==> src/pkg/iled_map.vh <==
`ifndef ILED_MAP_VH
`define ILED_MAP_VH

// Bus geometry
`define ILED_ADDR_W        8
`define ILED_DATA_W        32
`define ILED_LINES         32

// Register byte offsets, one aligned word each
`define ILED_OFF_EDGE_SEL  8'h00
`define ILED_OFF_LEVEL_SEL 8'h04
`define ILED_OFF_MODE_STAT 8'h08
`define ILED_OFF_FALL_SEL  8'h0C
`define ILED_OFF_RISE_SEL  8'h10
`define ILED_OFF_POL_STAT  8'h14
`define ILED_OFF_EVT_STAT  8'h18
`define ILED_OFF_EVT_MASK  8'h1C
`define ILED_OFF_EVT_CLR   8'h20
`define ILED_OFF_LINE_STAT 8'h24

// Alignment field of the byte address
`define ILED_ALIGN_MSB     1
`define ILED_ALIGN_LSB     0
`define ILED_ALIGN_OK      2'h0

// Reset values: edge mode, falling polarity, all masked
`define ILED_RST_MODE      32'h00000000
`define ILED_RST_POL       32'h00000000
`define ILED_RST_MASK      32'h00000000
`define ILED_RST_STAT      32'h00000000
`define ILED_RST_LINE      32'h00000000
`define ILED_RST_DATA      32'h00000000

// Bit meaning in the status views
`define ILED_MODE_EDGE     1'b0
`define ILED_MODE_LEVEL    1'b1
`define ILED_POL_FALL_LOW  1'b0
`define ILED_POL_RISE_HIGH 1'b1

// Sample qualification stages after reset
`define ILED_ARM_W         2
`define ILED_ARM_RST       2'h0
`define ILED_ARM_SAMPLE    0
`define ILED_ARM_PREV      1

`endif

==> src/hw/iled_top.v <==
//
// Behaviour
// - Writing one to a line's bit in edge or level select picks its detection type.
// - Edge/level status register shows per line whether edge or level is chosen.
// - Falling/low and rising/high select writes set each line's detection polarity.
// - Polarity status register shows per line the current polarity choice.
// - A configured edge or level condition on a line sets its event status bit.
// - Interrupt asserts when a status bit and its mask bit are both set.
// - Masked events of all lines are ORed into one interrupt output.
// - Reading event status clears the bits it returns; software services them all.
// - Level events keep reasserting while the level persists, even after reads.
//
// Chosen here: the APB interface to the registers and the register offsets.
`timescale 1ns/100ps
`default_nettype none
`include "iled_map.vh"

module iled_top #(
	parameter NUM_LINES = `ILED_LINES
) (
	// Clock and reset
	input  wire                     pclk,
	input  wire                     presetn,
	// APB slave
	input  wire [`ILED_ADDR_W-1:0]  paddr,
	input  wire                     psel,
	input  wire                     penable,
	input  wire                     pwrite,
	input  wire [`ILED_DATA_W-1:0]  pwdata,
	output wire [`ILED_DATA_W-1:0]  prdata,
	output wire                     pready,
	output wire                     pslverr,
	// Input lines, synchronous to pclk
	input  wire [NUM_LINES-1:0]     line_in,
	// Combined interrupt
	output wire                     irq
);

	// Per-line configuration and state
	reg  [NUM_LINES-1:0]    mode_ff;
	reg  [NUM_LINES-1:0]    nxt_mode;
	reg  [NUM_LINES-1:0]    pol_ff;
	reg  [NUM_LINES-1:0]    nxt_pol;
	reg  [NUM_LINES-1:0]    mask_ff;
	reg  [NUM_LINES-1:0]    nxt_mask;
	reg  [NUM_LINES-1:0]    status_ff;
	reg  [NUM_LINES-1:0]    nxt_status;
	reg  [NUM_LINES-1:0]    sample_ff;
	reg  [NUM_LINES-1:0]    prev_ff;
	reg  [`ILED_ARM_W-1:0]  arm_ff;
	reg  [`ILED_DATA_W-1:0] prdata_ff;
	reg  [`ILED_DATA_W-1:0] nxt_prdata;
	reg                     irq_ff;

	// Bus phase decode
	wire                    setup_ph;
	wire                    access_ph;
	wire                    wr_acc;
	wire                    rd_acc;
	wire                    aligned;

	// Address hits
	wire                    hit_edge_sel;
	wire                    hit_level_sel;
	wire                    hit_mode_stat;
	wire                    hit_fall_sel;
	wire                    hit_rise_sel;
	wire                    hit_pol_stat;
	wire                    hit_evt_stat;
	wire                    hit_evt_mask;
	wire                    hit_evt_clr;
	wire                    hit_line_stat;
	wire                    hit_any;
	wire                    hit_ro;

	// Event and clear vectors
	wire [NUM_LINES-1:0]    evt;
	wire [NUM_LINES-1:0]    wdat;
	wire [NUM_LINES-1:0]    rd_clr;
	wire [NUM_LINES-1:0]    wr_clr;
	wire                    sample_ok;
	wire                    prev_ok;

	// APB phases; pready high in every access phase so every access ends in one cycle
	assign setup_ph  = psel & ~penable;
	assign access_ph = psel & penable;
	assign wr_acc    = access_ph & pwrite;
	assign rd_acc    = access_ph & ~pwrite;
	assign aligned   = (paddr[`ILED_ALIGN_MSB:`ILED_ALIGN_LSB] == `ILED_ALIGN_OK);

	// Register address decode
	assign hit_edge_sel  = aligned & (paddr == `ILED_OFF_EDGE_SEL);
	assign hit_level_sel = aligned & (paddr == `ILED_OFF_LEVEL_SEL);
	assign hit_mode_stat = aligned & (paddr == `ILED_OFF_MODE_STAT);
	assign hit_fall_sel  = aligned & (paddr == `ILED_OFF_FALL_SEL);
	assign hit_rise_sel  = aligned & (paddr == `ILED_OFF_RISE_SEL);
	assign hit_pol_stat  = aligned & (paddr == `ILED_OFF_POL_STAT);
	assign hit_evt_stat  = aligned & (paddr == `ILED_OFF_EVT_STAT);
	assign hit_evt_mask  = aligned & (paddr == `ILED_OFF_EVT_MASK);
	assign hit_evt_clr   = aligned & (paddr == `ILED_OFF_EVT_CLR);
	assign hit_line_stat = aligned & (paddr == `ILED_OFF_LINE_STAT);

	// Read-only views refuse writes
	assign hit_ro  = hit_mode_stat | hit_pol_stat | hit_evt_stat | hit_line_stat;
	assign hit_any = hit_edge_sel | hit_level_sel | hit_fall_sel | hit_rise_sel |
			 hit_evt_mask | hit_evt_clr | hit_ro;

	// Bus answer: zero wait states, error on unmapped or write to read-only
	assign pready  = access_ph;
	assign pslverr = access_ph & (~hit_any | (pwrite & hit_ro));
	assign prdata  = prdata_ff;
	assign irq     = irq_ff;

	// Write data narrowed to the line count
	assign wdat = pwdata[NUM_LINES-1:0];

	// Samples become trustworthy one and two clocks after reset release
	assign sample_ok = arm_ff[`ILED_ARM_SAMPLE];
	assign prev_ok   = arm_ff[`ILED_ARM_PREV];

	// Per-line detector
	genvar gi;
	generate
		for (gi = 0; gi < NUM_LINES; gi = gi + 1) begin : g_line
			wire rise;
			wire fall;
			wire edge_hit;
			wire level_hit;

			// Transition seen between consecutive samples
			assign rise = sample_ff[gi] & ~prev_ff[gi];
			assign fall = ~sample_ff[gi] & prev_ff[gi];

			// Polarity picks which transition or level counts
			assign edge_hit  = prev_ok & ((pol_ff[gi] == `ILED_POL_RISE_HIGH) ? rise : fall);
			assign level_hit = sample_ok &
					   ((pol_ff[gi] == `ILED_POL_RISE_HIGH) ? sample_ff[gi] :
					    ~sample_ff[gi]);

			// Level hit is raised every clock while the condition holds
			assign evt[gi] = (mode_ff[gi] == `ILED_MODE_LEVEL) ? level_hit : edge_hit;
		end
	endgenerate

	// Read clears only bits reported at setup, so a later event is not lost
	assign rd_clr = (rd_acc & hit_evt_stat) ? prdata_ff[NUM_LINES-1:0] :
			{NUM_LINES{1'b0}};
	assign wr_clr = (wr_acc & hit_evt_clr) ? wdat : {NUM_LINES{1'b0}};

	// Detection type: edge select clears, level select sets the mode bit
	always @* begin
		nxt_mode = mode_ff;
		if (wr_acc & hit_edge_sel) begin
			nxt_mode = mode_ff & ~wdat;
		end
		if (wr_acc & hit_level_sel) begin
			nxt_mode = mode_ff | wdat;
		end
	end

	// Polarity: falling/low clears, rising/high sets the polarity bit
	always @* begin
		nxt_pol = pol_ff;
		if (wr_acc & hit_fall_sel) begin
			nxt_pol = pol_ff & ~wdat;
		end
		if (wr_acc & hit_rise_sel) begin
			nxt_pol = pol_ff | wdat;
		end
	end

	// Mask is a plain read/write enable word
	always @* begin
		nxt_mask = mask_ff;
		if (wr_acc & hit_evt_mask) begin
			nxt_mask = wdat;
		end
	end

	// Sticky status; a fresh event wins over a clear in the same clock
	always @* begin
		nxt_status = (status_ff & ~(rd_clr | wr_clr)) | evt;
	end

	// Read mux, sampled in the setup phase
	always @* begin
		nxt_prdata = prdata_ff;
		if (setup_ph & ~pwrite) begin
			nxt_prdata = `ILED_RST_DATA;
			if (hit_mode_stat) begin
				nxt_prdata[NUM_LINES-1:0] = mode_ff;
			end
			if (hit_pol_stat) begin
				nxt_prdata[NUM_LINES-1:0] = pol_ff;
			end
			if (hit_evt_stat) begin
				nxt_prdata[NUM_LINES-1:0] = status_ff;
			end
			if (hit_evt_mask) begin
				nxt_prdata[NUM_LINES-1:0] = mask_ff;
			end
			if (hit_line_stat) begin
				nxt_prdata[NUM_LINES-1:0] = sample_ff;
			end
		end
	end

	// Configuration registers
	always @(posedge pclk or negedge presetn) begin
		if (!presetn) begin
			mode_ff <= `ILED_RST_MODE;
			pol_ff  <= `ILED_RST_POL;
			mask_ff <= `ILED_RST_MASK;
		end else begin
			mode_ff <= nxt_mode;
			pol_ff  <= nxt_pol;
			mask_ff <= nxt_mask;
		end
	end

	// Input sampling; arm stages hide the reset value of the samples
	always @(posedge pclk or negedge presetn) begin
		if (!presetn) begin
			sample_ff <= `ILED_RST_LINE;
			prev_ff   <= `ILED_RST_LINE;
			arm_ff    <= `ILED_ARM_RST;
		end else begin
			sample_ff <= line_in;
			prev_ff   <= sample_ff;
			arm_ff    <= {arm_ff[`ILED_ARM_SAMPLE], 1'b1};
		end
	end

	// Event status and read data
	always @(posedge pclk or negedge presetn) begin
		if (!presetn) begin
			status_ff <= `ILED_RST_STAT;
			prdata_ff <= `ILED_RST_DATA;
		end else begin
			status_ff <= nxt_status;
			prdata_ff <= nxt_prdata;
		end
	end

	// Interrupt from next state so it moves with the status bit
	always @(posedge pclk or negedge presetn) begin
		if (!presetn) begin
			irq_ff <= 1'b0;
		end else begin
			irq_ff <= |(nxt_status & nxt_mask);
		end
	end

endmodule // iled_top

`default_nettype wire

==> config.mk <==
export PLATFORM = sky130hd
export DESIGN_NAME = iled_top
export DESIGN_NICKNAME = d
export VERILOG_FILES = /design/src/hw/iled_top.v
export VERILOG_INCLUDE_DIRS = /design/src /design/src/pkg
export SDC_FILE = /design/constraint.sdc
export NUM_CORES = 1
export LEC_CHECK = 0
export ABC_AREA = 0
export BUFFER_PORTS_ARGS = -buffer_cell sky130_fd_sc_hd__buf_4
export CORE_MARGIN = 2
export CORE_UTILIZATION = 25
export DETAILED_ROUTE_END_ITERATION = 8
export GPL_TIMING_DRIVEN = 1
export SLEW_MARGIN = 20
export SYNTH_ARGS = -nofsm -noshare
export SYNTH_HDL_FRONTEND = slang
export SYNTH_SLANG_ARGS = --single-unit
==> constraint.sdc <==
create_clock -name pclk -period 3 [get_ports pclk]
set_input_delay 0.15 -clock pclk [delete_from_list [all_inputs] [get_ports pclk]]
set_output_delay 0.15 -clock pclk [all_outputs]
set_load 0.005 [all_outputs]
==> After elaboration in Yosys (flattened, before gate mapping) <==
Cells that the tools add are included.
{ "op_classes": {"reduce_logical": 5, "n_bitwise": 239, "mux": 108, "n_eq_ne": 9} }
{ "op_table": {"columns": ["op", "n"], "rows": [
  ["32-bit 2-to-1 mux", 12],
  ["1-bit bitwise AND", 152],
  ["32-bit bitwise AND", 4],
  ["32-bit bitwise OR", 4],
  ["1-bit 2-to-1 mux", 96],
  ["1-bit NOT", 67],
  ["32-bit NOT", 2],
  ["8-bit by 5-bit equality test with 1-bit output, second input constant", 4],
  ["32-bit OR reduction", 1],
  ["8-bit by 4-bit equality test with 1-bit output, second input constant", 2],
  ["8-bit by 6-bit equality test with 1-bit output, second input constant", 2],
  ["1-bit bitwise OR", 10],
  ["8-bit by 3-bit equality test with 1-bit output, second input constant", 1],
  ["8-bit zero test", 1],
  ["2-bit nonzero test", 2],
  ["2-bit zero test", 1]
]} }
{ "word_totals": {"register_bits": 227, "elab_cells": 370} }

==> Longest topological paths before layout <==
Gate-level depths: netlist of the first run.
{ "depth": {"ltp_word": 11, "depth_mapped": 10, "mapped_depth_nobuf": 7} }

==> Least setup slack after synthesis of the first run <==
OpenSTA, ideal clock, no wires.
{ "synth_path": {"path_kind": "input-to-reg", "start": "in paddr[5]", "end": "reg irq_ff, in the netlist irq", "arrival_time_ps": 2855, "stages": 9, "setup_ps": 138, "slack_ps": 6, "cell_sequence": "or4b_1 > buf_2 > nor4_4 > nand3_2 > buf_2 > mux2_4 > a22o_1 > or4_1 > or4_1"} }
{ "synth_lines": {"columns": ["element", "line_no", "rtl"], "rows": [
  ["start: declaration", "iled_top.v:25", "input wire [`ILED_ADDR_W-1:0] paddr,"],
  ["8-bit by 5-bit equality test with 1-bit output (no source line)", null, null],
  ["1-bit bitwise AND", "iled_top.v:99", "assign hit_evt_mask = aligned & (paddr == `ILED_OFF_EVT_MASK);"],
  ["1-bit bitwise AND", "iled_top.v:175", "if (wr_acc & hit_evt_mask) begin"],
  ["32-bit 2-to-1 mux", "iled_top.v:175", null],
  ["named net nxt_mask[2]", "iled_top.v:45", "reg [NUM_LINES-1:0] nxt_mask;"],
  ["32-bit bitwise AND", "iled_top.v:250", "irq_ff <= |(nxt_status & nxt_mask);"],
  ["32-bit OR reduction", "iled_top.v:250", null],
  ["end signal: assignment", "iled_top.v:250", null],
  ["end: declaration", "iled_top.v:53", "reg irq_ff;"]
]} }
The timed path passes the listed nets, and every way through them passes these cells.
A chain may end at the register's enable or synchronous reset.

==> Worst setup path in the final report of the first run <==
{ "layout_path": {"start": "in paddr[5]", "end": "reg irq_ff, in the netlist irq"} }
{ "layout_via": {"elab_chain_len": 10} }
{ "layout_lines": {"columns": ["element", "line_no", "rtl"], "rows": [
  ["8-bit by 5-bit equality test with 1-bit output (no source line) or 8-bit by 6-bit equality test with 1-bit output (tied branches)", null, null],
  ["1-bit bitwise AND, on equally long branches", "iled_top.v:98, iled_top.v:100", null],
  ["1-bit bitwise AND, on equally long branches", "iled_top.v:146, iled_top.v:148", null],
  ["32-bit 2-to-1 mux, on equally long branches", "iled_top.v:146, iled_top.v:148", null],
  ["32-bit bitwise OR (*)", "iled_top.v:182", "nxt_status = (status_ff & ~(rd_clr | wr_clr)) | evt;"],
  ["32-bit NOT (*)", "iled_top.v:182", null],
  ["32-bit bitwise AND (*)", "iled_top.v:182", null],
  ["32-bit bitwise OR (*)", "iled_top.v:182", null],
  ["named net nxt_status[8]", "iled_top.v:47", "reg [NUM_LINES-1:0] nxt_status;"],
  ["32-bit bitwise AND (*)", "iled_top.v:250", null],
  ["32-bit OR reduction (*)", "iled_top.v:250", null]
]} }
Mark *: on every way through the listed nets, which the timed path passes. The rest lies on a longest branch.

==> flow_summary.toml, run 1 <==
[global_route]
grt_pass1_vias = 8592
grt_usage_pct = 15.4
antenna_found_initial = 1
grt_pass1_wl_um = 52300
grt_max_degree = 97
overflow = 0

[detailed_routing]
wl_met3_um = 2160
routed_via_density = 5.11
wl_met1_um = 15000
postRouteAntennaNets = 0
drcViolationCount = 0
avgRoutedWirePerCell_um = 20.5
routed.top_layer = "met4"
wl_met2_um = 16300
drt_pass1_iterations = 8
first_iter_violations = 801
wl_um = 34200
vias = 8490

[pwr]
p_leak_nw = 6.09
power_density_nw_per_um2 = 510
vdd_drop_max_v = 0.000314

[clock_network]
root_buffer = "clkbuf_16"
clock_latency_ns = 0.53
clk_pin_slew_worst_paths_ns = 0.06
postCtsHoldBufs = 65
cts-resized-gates = 0
post_cts_buffers = 0
cts_tree = "done"
cts_buffers = 25
clk_path_buf_depth = 3
htree_levels = 1
cts_sinks = 227

[placement]
io_buffer_count = 111
dpl.hpwl_um = 22800
dpl.cell_count = 1554
gp_congestion = 0.829

[cells_and_area]
multiInputGateArea_sq_um = 4460
final_nets = 1191
final_cell_count_no_fill = 1663
ff_latch_area_sq_um = 5680
fillers = 4090
drive_gt1_share_pct = 27.3
area_growth_pct = 31.4

[floorplanning]
num_io_pins = 112
coreArea_sq_um = 41000
die-area_sq_um = 43400
core.rowCount = 74
fp.dieH_um = 208
initial_core_util_pct = 25.4
die_width_um = 208

[sta]
skew_ns = 0.00872
fmax_mhz = 364
relSlewSlack_pct = 46.7
timing.setup.tns_ns = 0
setup_viol = 0
slew_violations = 0
hold_viol_final = 0
fin_crit_ns = 2.75
period_share_pct = 91.6
tightest_slew_ns = 0.800
rsz0062_at_grt = "no"

[critical_path]
critPathSlowestCell = "or4_1"
startpoint_type = "primary input"
crit_chain = "buf_4, or4b_1, buf_4, nor4_4, buf_12, a221oi_1, a311o_1, a22o_1, or4_1, or4_1"
setup.worst_path.end_class = "flip-flop"
cp_max_fo = 11
critical_path_required_ns = 3.40
cp.arrival_ns = 3.15
max_stage_delay_ns = 0.57
path_class = "primary input to flip-flop"

[yosys]
avgSynthCellArea_sq_um = 11.5
ys_ff_latch = 227
yosysWarnings = 0
synth-edff-count = 0
synth_cells = 910
ys_types = 35
postSynth.asyncResetShare_pct = 100
syn-num-nets = 987
ys_seq_area_share_pct = 54.4
synth_area_sq_um = 10400
ys.flop_type = "dfrtp_1"

[worst_hold_path]
min_path_type = "primary input to async pin"

[run]
cap_violations = 0

[status]
outcome = "finished, final reports clean"
-- per-stage QoR --
step / power [W] / setup WS (ns) / area (sq um) / hold WS [ns] / utilization [%]
floorplan: 0.00356 / 0.00604 / 10400 / -0.146 / -
global placement: 0.00402 / -0.237 / 12300 / 0.239 / 30.0
detailed placement: 0.00403 / -0.256 / 12300 / 0.239 / 30.0
CTS: 0.00710 / 0.286 / 13700 / 0.245 / 33.4
global route: 0.00729 / 0.198 / 13700 / 0.257 / 33.4
finish: 0.00700 / 0.253 / 13700 / 0.236 / 33.4
-- worst paths after layout --
check,startpoint,end,slack (ns),depth (start not counted)
max in group asynchronous,presetn,prev_ff[11]$_DFF_PN0_,1.90,3
max reg2reg,sample_ff[8]$_DFF_PN0_,irq$_DFF_PN0_,0.47,7
min,presetn,prdata[19]$_DFFE_PN0P_,0.24,2
min in group pclk,line_in[13],sample_ff[13]$_DFF_PN0_,0.26,2
min reg2reg,sample_ff[30]$_DFF_PN0_,prev_ff[30]$_DFF_PN0_,0.45,0
max,paddr[5],irq$_DFF_PN0_,0.25,10
-- final cells by class --
class	count	area share, %
Antenna cell	1	0.0182
Clock buffer	36	5.15
Clock inverter	7	0.438
Inverter	34	0.930
Multi-Input combinational cell	597	32.5
Sequential cell	227	41.4
Tap cell	532	4.85
Timing Repair Buffer	229	14.7
-- critical path, delay by kind of cell --
family	cells	cell delay, ns
AOI/OAI and AO/OA	3	0.66
and+or+nand+nor	4	1.83
buffers and inverters	3	0.48
-- synth_stat cells, types with 12 or more instances --
library cell,n,area share [%]
and3b_1,31,2.6
a222oi_1,32,3.1
nand2_1,100,3.6
a22oi_1,12,0.86
a22o_1,36,3.0
a221oi_1,32,2.7
clkbuf_1,41,1.5
inv_1,34,1.2
nor3b_1,32,2.3
dfrtp_1,227,54
mux2_2,95,10
o21ai_0,33,1.6
xnor2_1,31,2.6
a311o_1,32,3.1
nor2_1,69,2.5
a31oi_1,32,1.9
-- kinds of logic (layout without fill, tap and decap cells) --
kind of cell	count (synthesis)	after routing	synth area share, %
AO/OA/AOI/OAI	213	213	16.5
XOR/XNOR	31	31	2.60
buffers and inverters	86	306	3.19
flip-flops	227	227	54.4
multiplexers	96	96	10.4
other	1	2	0.0359
AND/OR/NAND/NOR	256	256	12.9
-- where the power goes --
part	leakage [nW]	total (W)	internal (W)	switching, W
sequential	2.78	0.00336	0.00320	0.000160
clock	0.383	0.00297	0.00171	0.00126
combinational	2.93	0.000671	0.000350	0.000321
-- cells in the final DEF, fill, tap and decap left out, drive strengths merged, types with 34 or more instances in the layout --
master       instances
dfrtp              227
buf                164
nand2              100
mux2                96
nor2                69
dlygate4sd3         65
a22o                36
clkbuf              36
inv                 34
o21ai               34
-- routing by layer --
metal / up-vias / GRT usage, %
met5: - / 0
met4: 0 / 3.52
met3: 67 / 2.88
met2: 333 / 25.5
met1: 4283 / 20.9
li1: 3807 / -
No activity file was read; power rests on OpenSTA's default activity.
==> inputs of run 2 (changes only) <==
ABC_AREA = 1   (was 0)
==> run 2 against run 1 <==
Against the previous run:
- combinational power fell by 12%
- cell count rose by 20%
- register-to-register slack gained 0.58 ns
- hold slack worse by 0.024 ns
- non-clock buffer count down 27
- die area up 1.1%
- sequential cell count did not move
- cell area down 1.2%
- sequential power down 1%
- largest cell class unchanged
- highest routed layer unchanged
==> flow_summary.toml, run 2 <==
[critical_path]
setup.worst_path.end_class = "primary output"
critical_path.startpoint = "paddr[2]"
r2r_slack_ns = 1.05
path_class = "primary input to primary output"
critical_path_required_ns = 2.85
rr_endpoint = "irq$_DFF_PN0_"
reg2regPathDepth = 10
cp_max_fo = 14
r2r-start = "arm_ff[1]$_DFF_PN0_"
endpoint = "pslverr"
startpoint_type = "primary input"
cp.arrival_ns = 2.23

[clock_network]
cts_tree = "done"
htree_levels = 1
root_buffer = "clkbuf_16"
postCtsHoldBufs = 66
clock_latency_ns = 0.53
cts-resized-gates = 0
clk_pin_slew_worst_paths_ns = 0.06
clk_path_buf_depth = 3
post_cts_buffers = 0
cts_sinks = 227
cts_buffers = 26

[yosys]
ys.flop_type = "dfrtp_1"
syn-num-nets = 1334
synth_top_area_cell = "dfrtp_1"
synth_common_cells = "nand2_1 (379), dfrtp_1 (227), o21ai_0 (151)"
synth.top_cell.area_share_pct = 53.8
yosysWarnings = 0
ys_seq_area_share_pct = 53.8
synth_area_leaders = "dfrtp_1 (54%), nand2_1 (13%), o21ai_0 (7.2%), nand3_1 (5.0%), a21oi_1 (2.9%)"
synth_cells = 1257
postSynth.asyncResetShare_pct = 100
synth-edff-count = 0
ys_types = 32
avgSynthCellArea_sq_um = 8.39
synth_area_sq_um = 10600
synth_most_common_cell = "nand2_1"
ys_ff_latch = 227

[global_route]
grt_pass1_wl_um = 55000
grt_pass1_vias = 9742
overflow = 0
grt_max_degree = 115
antenna_found_initial = 1
grt_usage_pct = 16.0

[placement]
dpl.hpwl_um = 22800
dpl.cell_count = 1876
io_buffer_count = 111
dpl_worst_slack_ns = 0.809
gp_congestion = 0.812

[detailed_routing]
postRouteAntennaNets = 0
vias = 9690
wl_um = 35100
first_iter_violations = 737
avgRoutedWirePerCell_um = 17.6
drcViolationCount = 0
routed_via_density = 4.87
drt_pass1_iterations = 5

[floorplanning]
fp.dieH_um = 209
die-area_sq_um = 43900
coreArea_sq_um = 41800
core.rowCount = 75
initial_core_util_pct = 25.3
num_io_pins = 112
die_width_um = 209

[cells_and_area]
multiInputGateArea_sq_um = 4260
ff_latch_area_sq_um = 5680
fillers = 4284
final_cell_count_no_fill = 1991
final_common_cell = "nand2_1"
drive_gt1_share_pct = 14.1
final_nets = 1508
final_cell_mix = "nand2_1 (379), dfrtp_1 (226), o21ai_0 (151)"
area_growth_pct = 28.4

[sta]
relSlewSlack_pct = 35.3
hold_viol_final = 0
skew_ns = 0.00842
rsz0062_at_grt = "no"
fmax_mhz = 420
tightest_slew_ns = 0.970
slew_violations = 0
period_share_pct = 79.4
hold_ws_ns = 0.212
fin_crit_ns = 2.38
timing.setup.tns_ns = 0
fin_ws_ns = 0.618
setup_viol = 0

[worst_hold_path]
min_from = "paddr[5]"
min_path_type = "primary input to flip-flop"

[pwr]
total_power_w = 0.00713
power_density_nw_per_um2 = 526
vdd_drop_max_v = 0.000281
p_leak_nw = 5.77

[run]
cap_violations = 0

[status]
outcome = "finished, final reports clean"
[run 2: cell families after synthesis]
kind of cell | share of synthesized area (%)
AND/OR/NAND/NOR | 22.8
AO/OA/AOI/OAI | 17.5
flip-flops | 53.8
buffers and inverters | 5.87
other | 0.0355
[run 2: area by class of cell]
class,count,share of cell area (%)
clock buffers,38,5.74
inverters,86,2.38
clock inverters,10,0.739
flip-flops and latches,227,41.9
diodes,1,0.0185
well taps,539,4.98
multi-input cells,888,31.5
repair buffers,202,12.7
[run 2: metal layers]
layer  vias to the layer above  wire length, um  global-route usage [%]
met2                       374            16600                    26.3
met3                        87             2420                    3.04
met1                      4634            14900                    20.7
met5                         -                0                       0
met4                         0             1170                    6.33
li1                       4595                -                       -
[run 2: how the worst min path moves through the flow]
stage	to	slack, ns	cells after the start
6_report	prdata[29]$_DFFE_PN0P_	0.21	6
5_1_grt	status_ff[3]$_DFF_PN0_	0.25	6
4_1_cts	status_ff[18]$_DFF_PN0_	0.19	7
3_5_place_dp	sample_ff[7]$_DFF_PN0_	0.26	1
3_3_place_gp	sample_ff[6]$_DFF_PN0_	0.26	1
2_1_floorplan	async pin	-0.15	0
[run 2: through the flow]
| step | area [sq um] | util (%) |
|---|---|---|
| 2_1_floorplan | 10600 | - |
| 3_3_place_gp | 12000 | 28.8 |
| 3_5_place_dp | 12000 | 28.8 |
| 4_1_cts | 13500 | 32.4 |
| 5_1_grt | 13500 | 32.4 |
| 6_report | 13500 | 32.4 |
[run 2: worst max-delay path: stages]
cell           delay [ns]
dlygate4sd3_1        0.54
buf_4                0.16
inv_2                0.21
nand2_1              0.10
nor2_2               0.43
nand2_1              0.14
nand2_1              0.09
nor3_1               0.04
o21ai_0              0.17
nor2_1               0.06
buf_4                0.14
[run 2: power by group]
| part | internal, W | total (W) | leakage [nW] | switching [W] |
|---|---|---|---|---|
| clock | 0.00196 | 0.00323 | 0.441 | 0.00127 |
| sequential | 0.00318 | 0.00331 | 2.80 | 0.000128 |
| combinational | 0.000281 | 0.000592 | 2.53 | 0.000311 |
| total | 0.00542 | 0.00713 | 5.77 | 0.00171 |
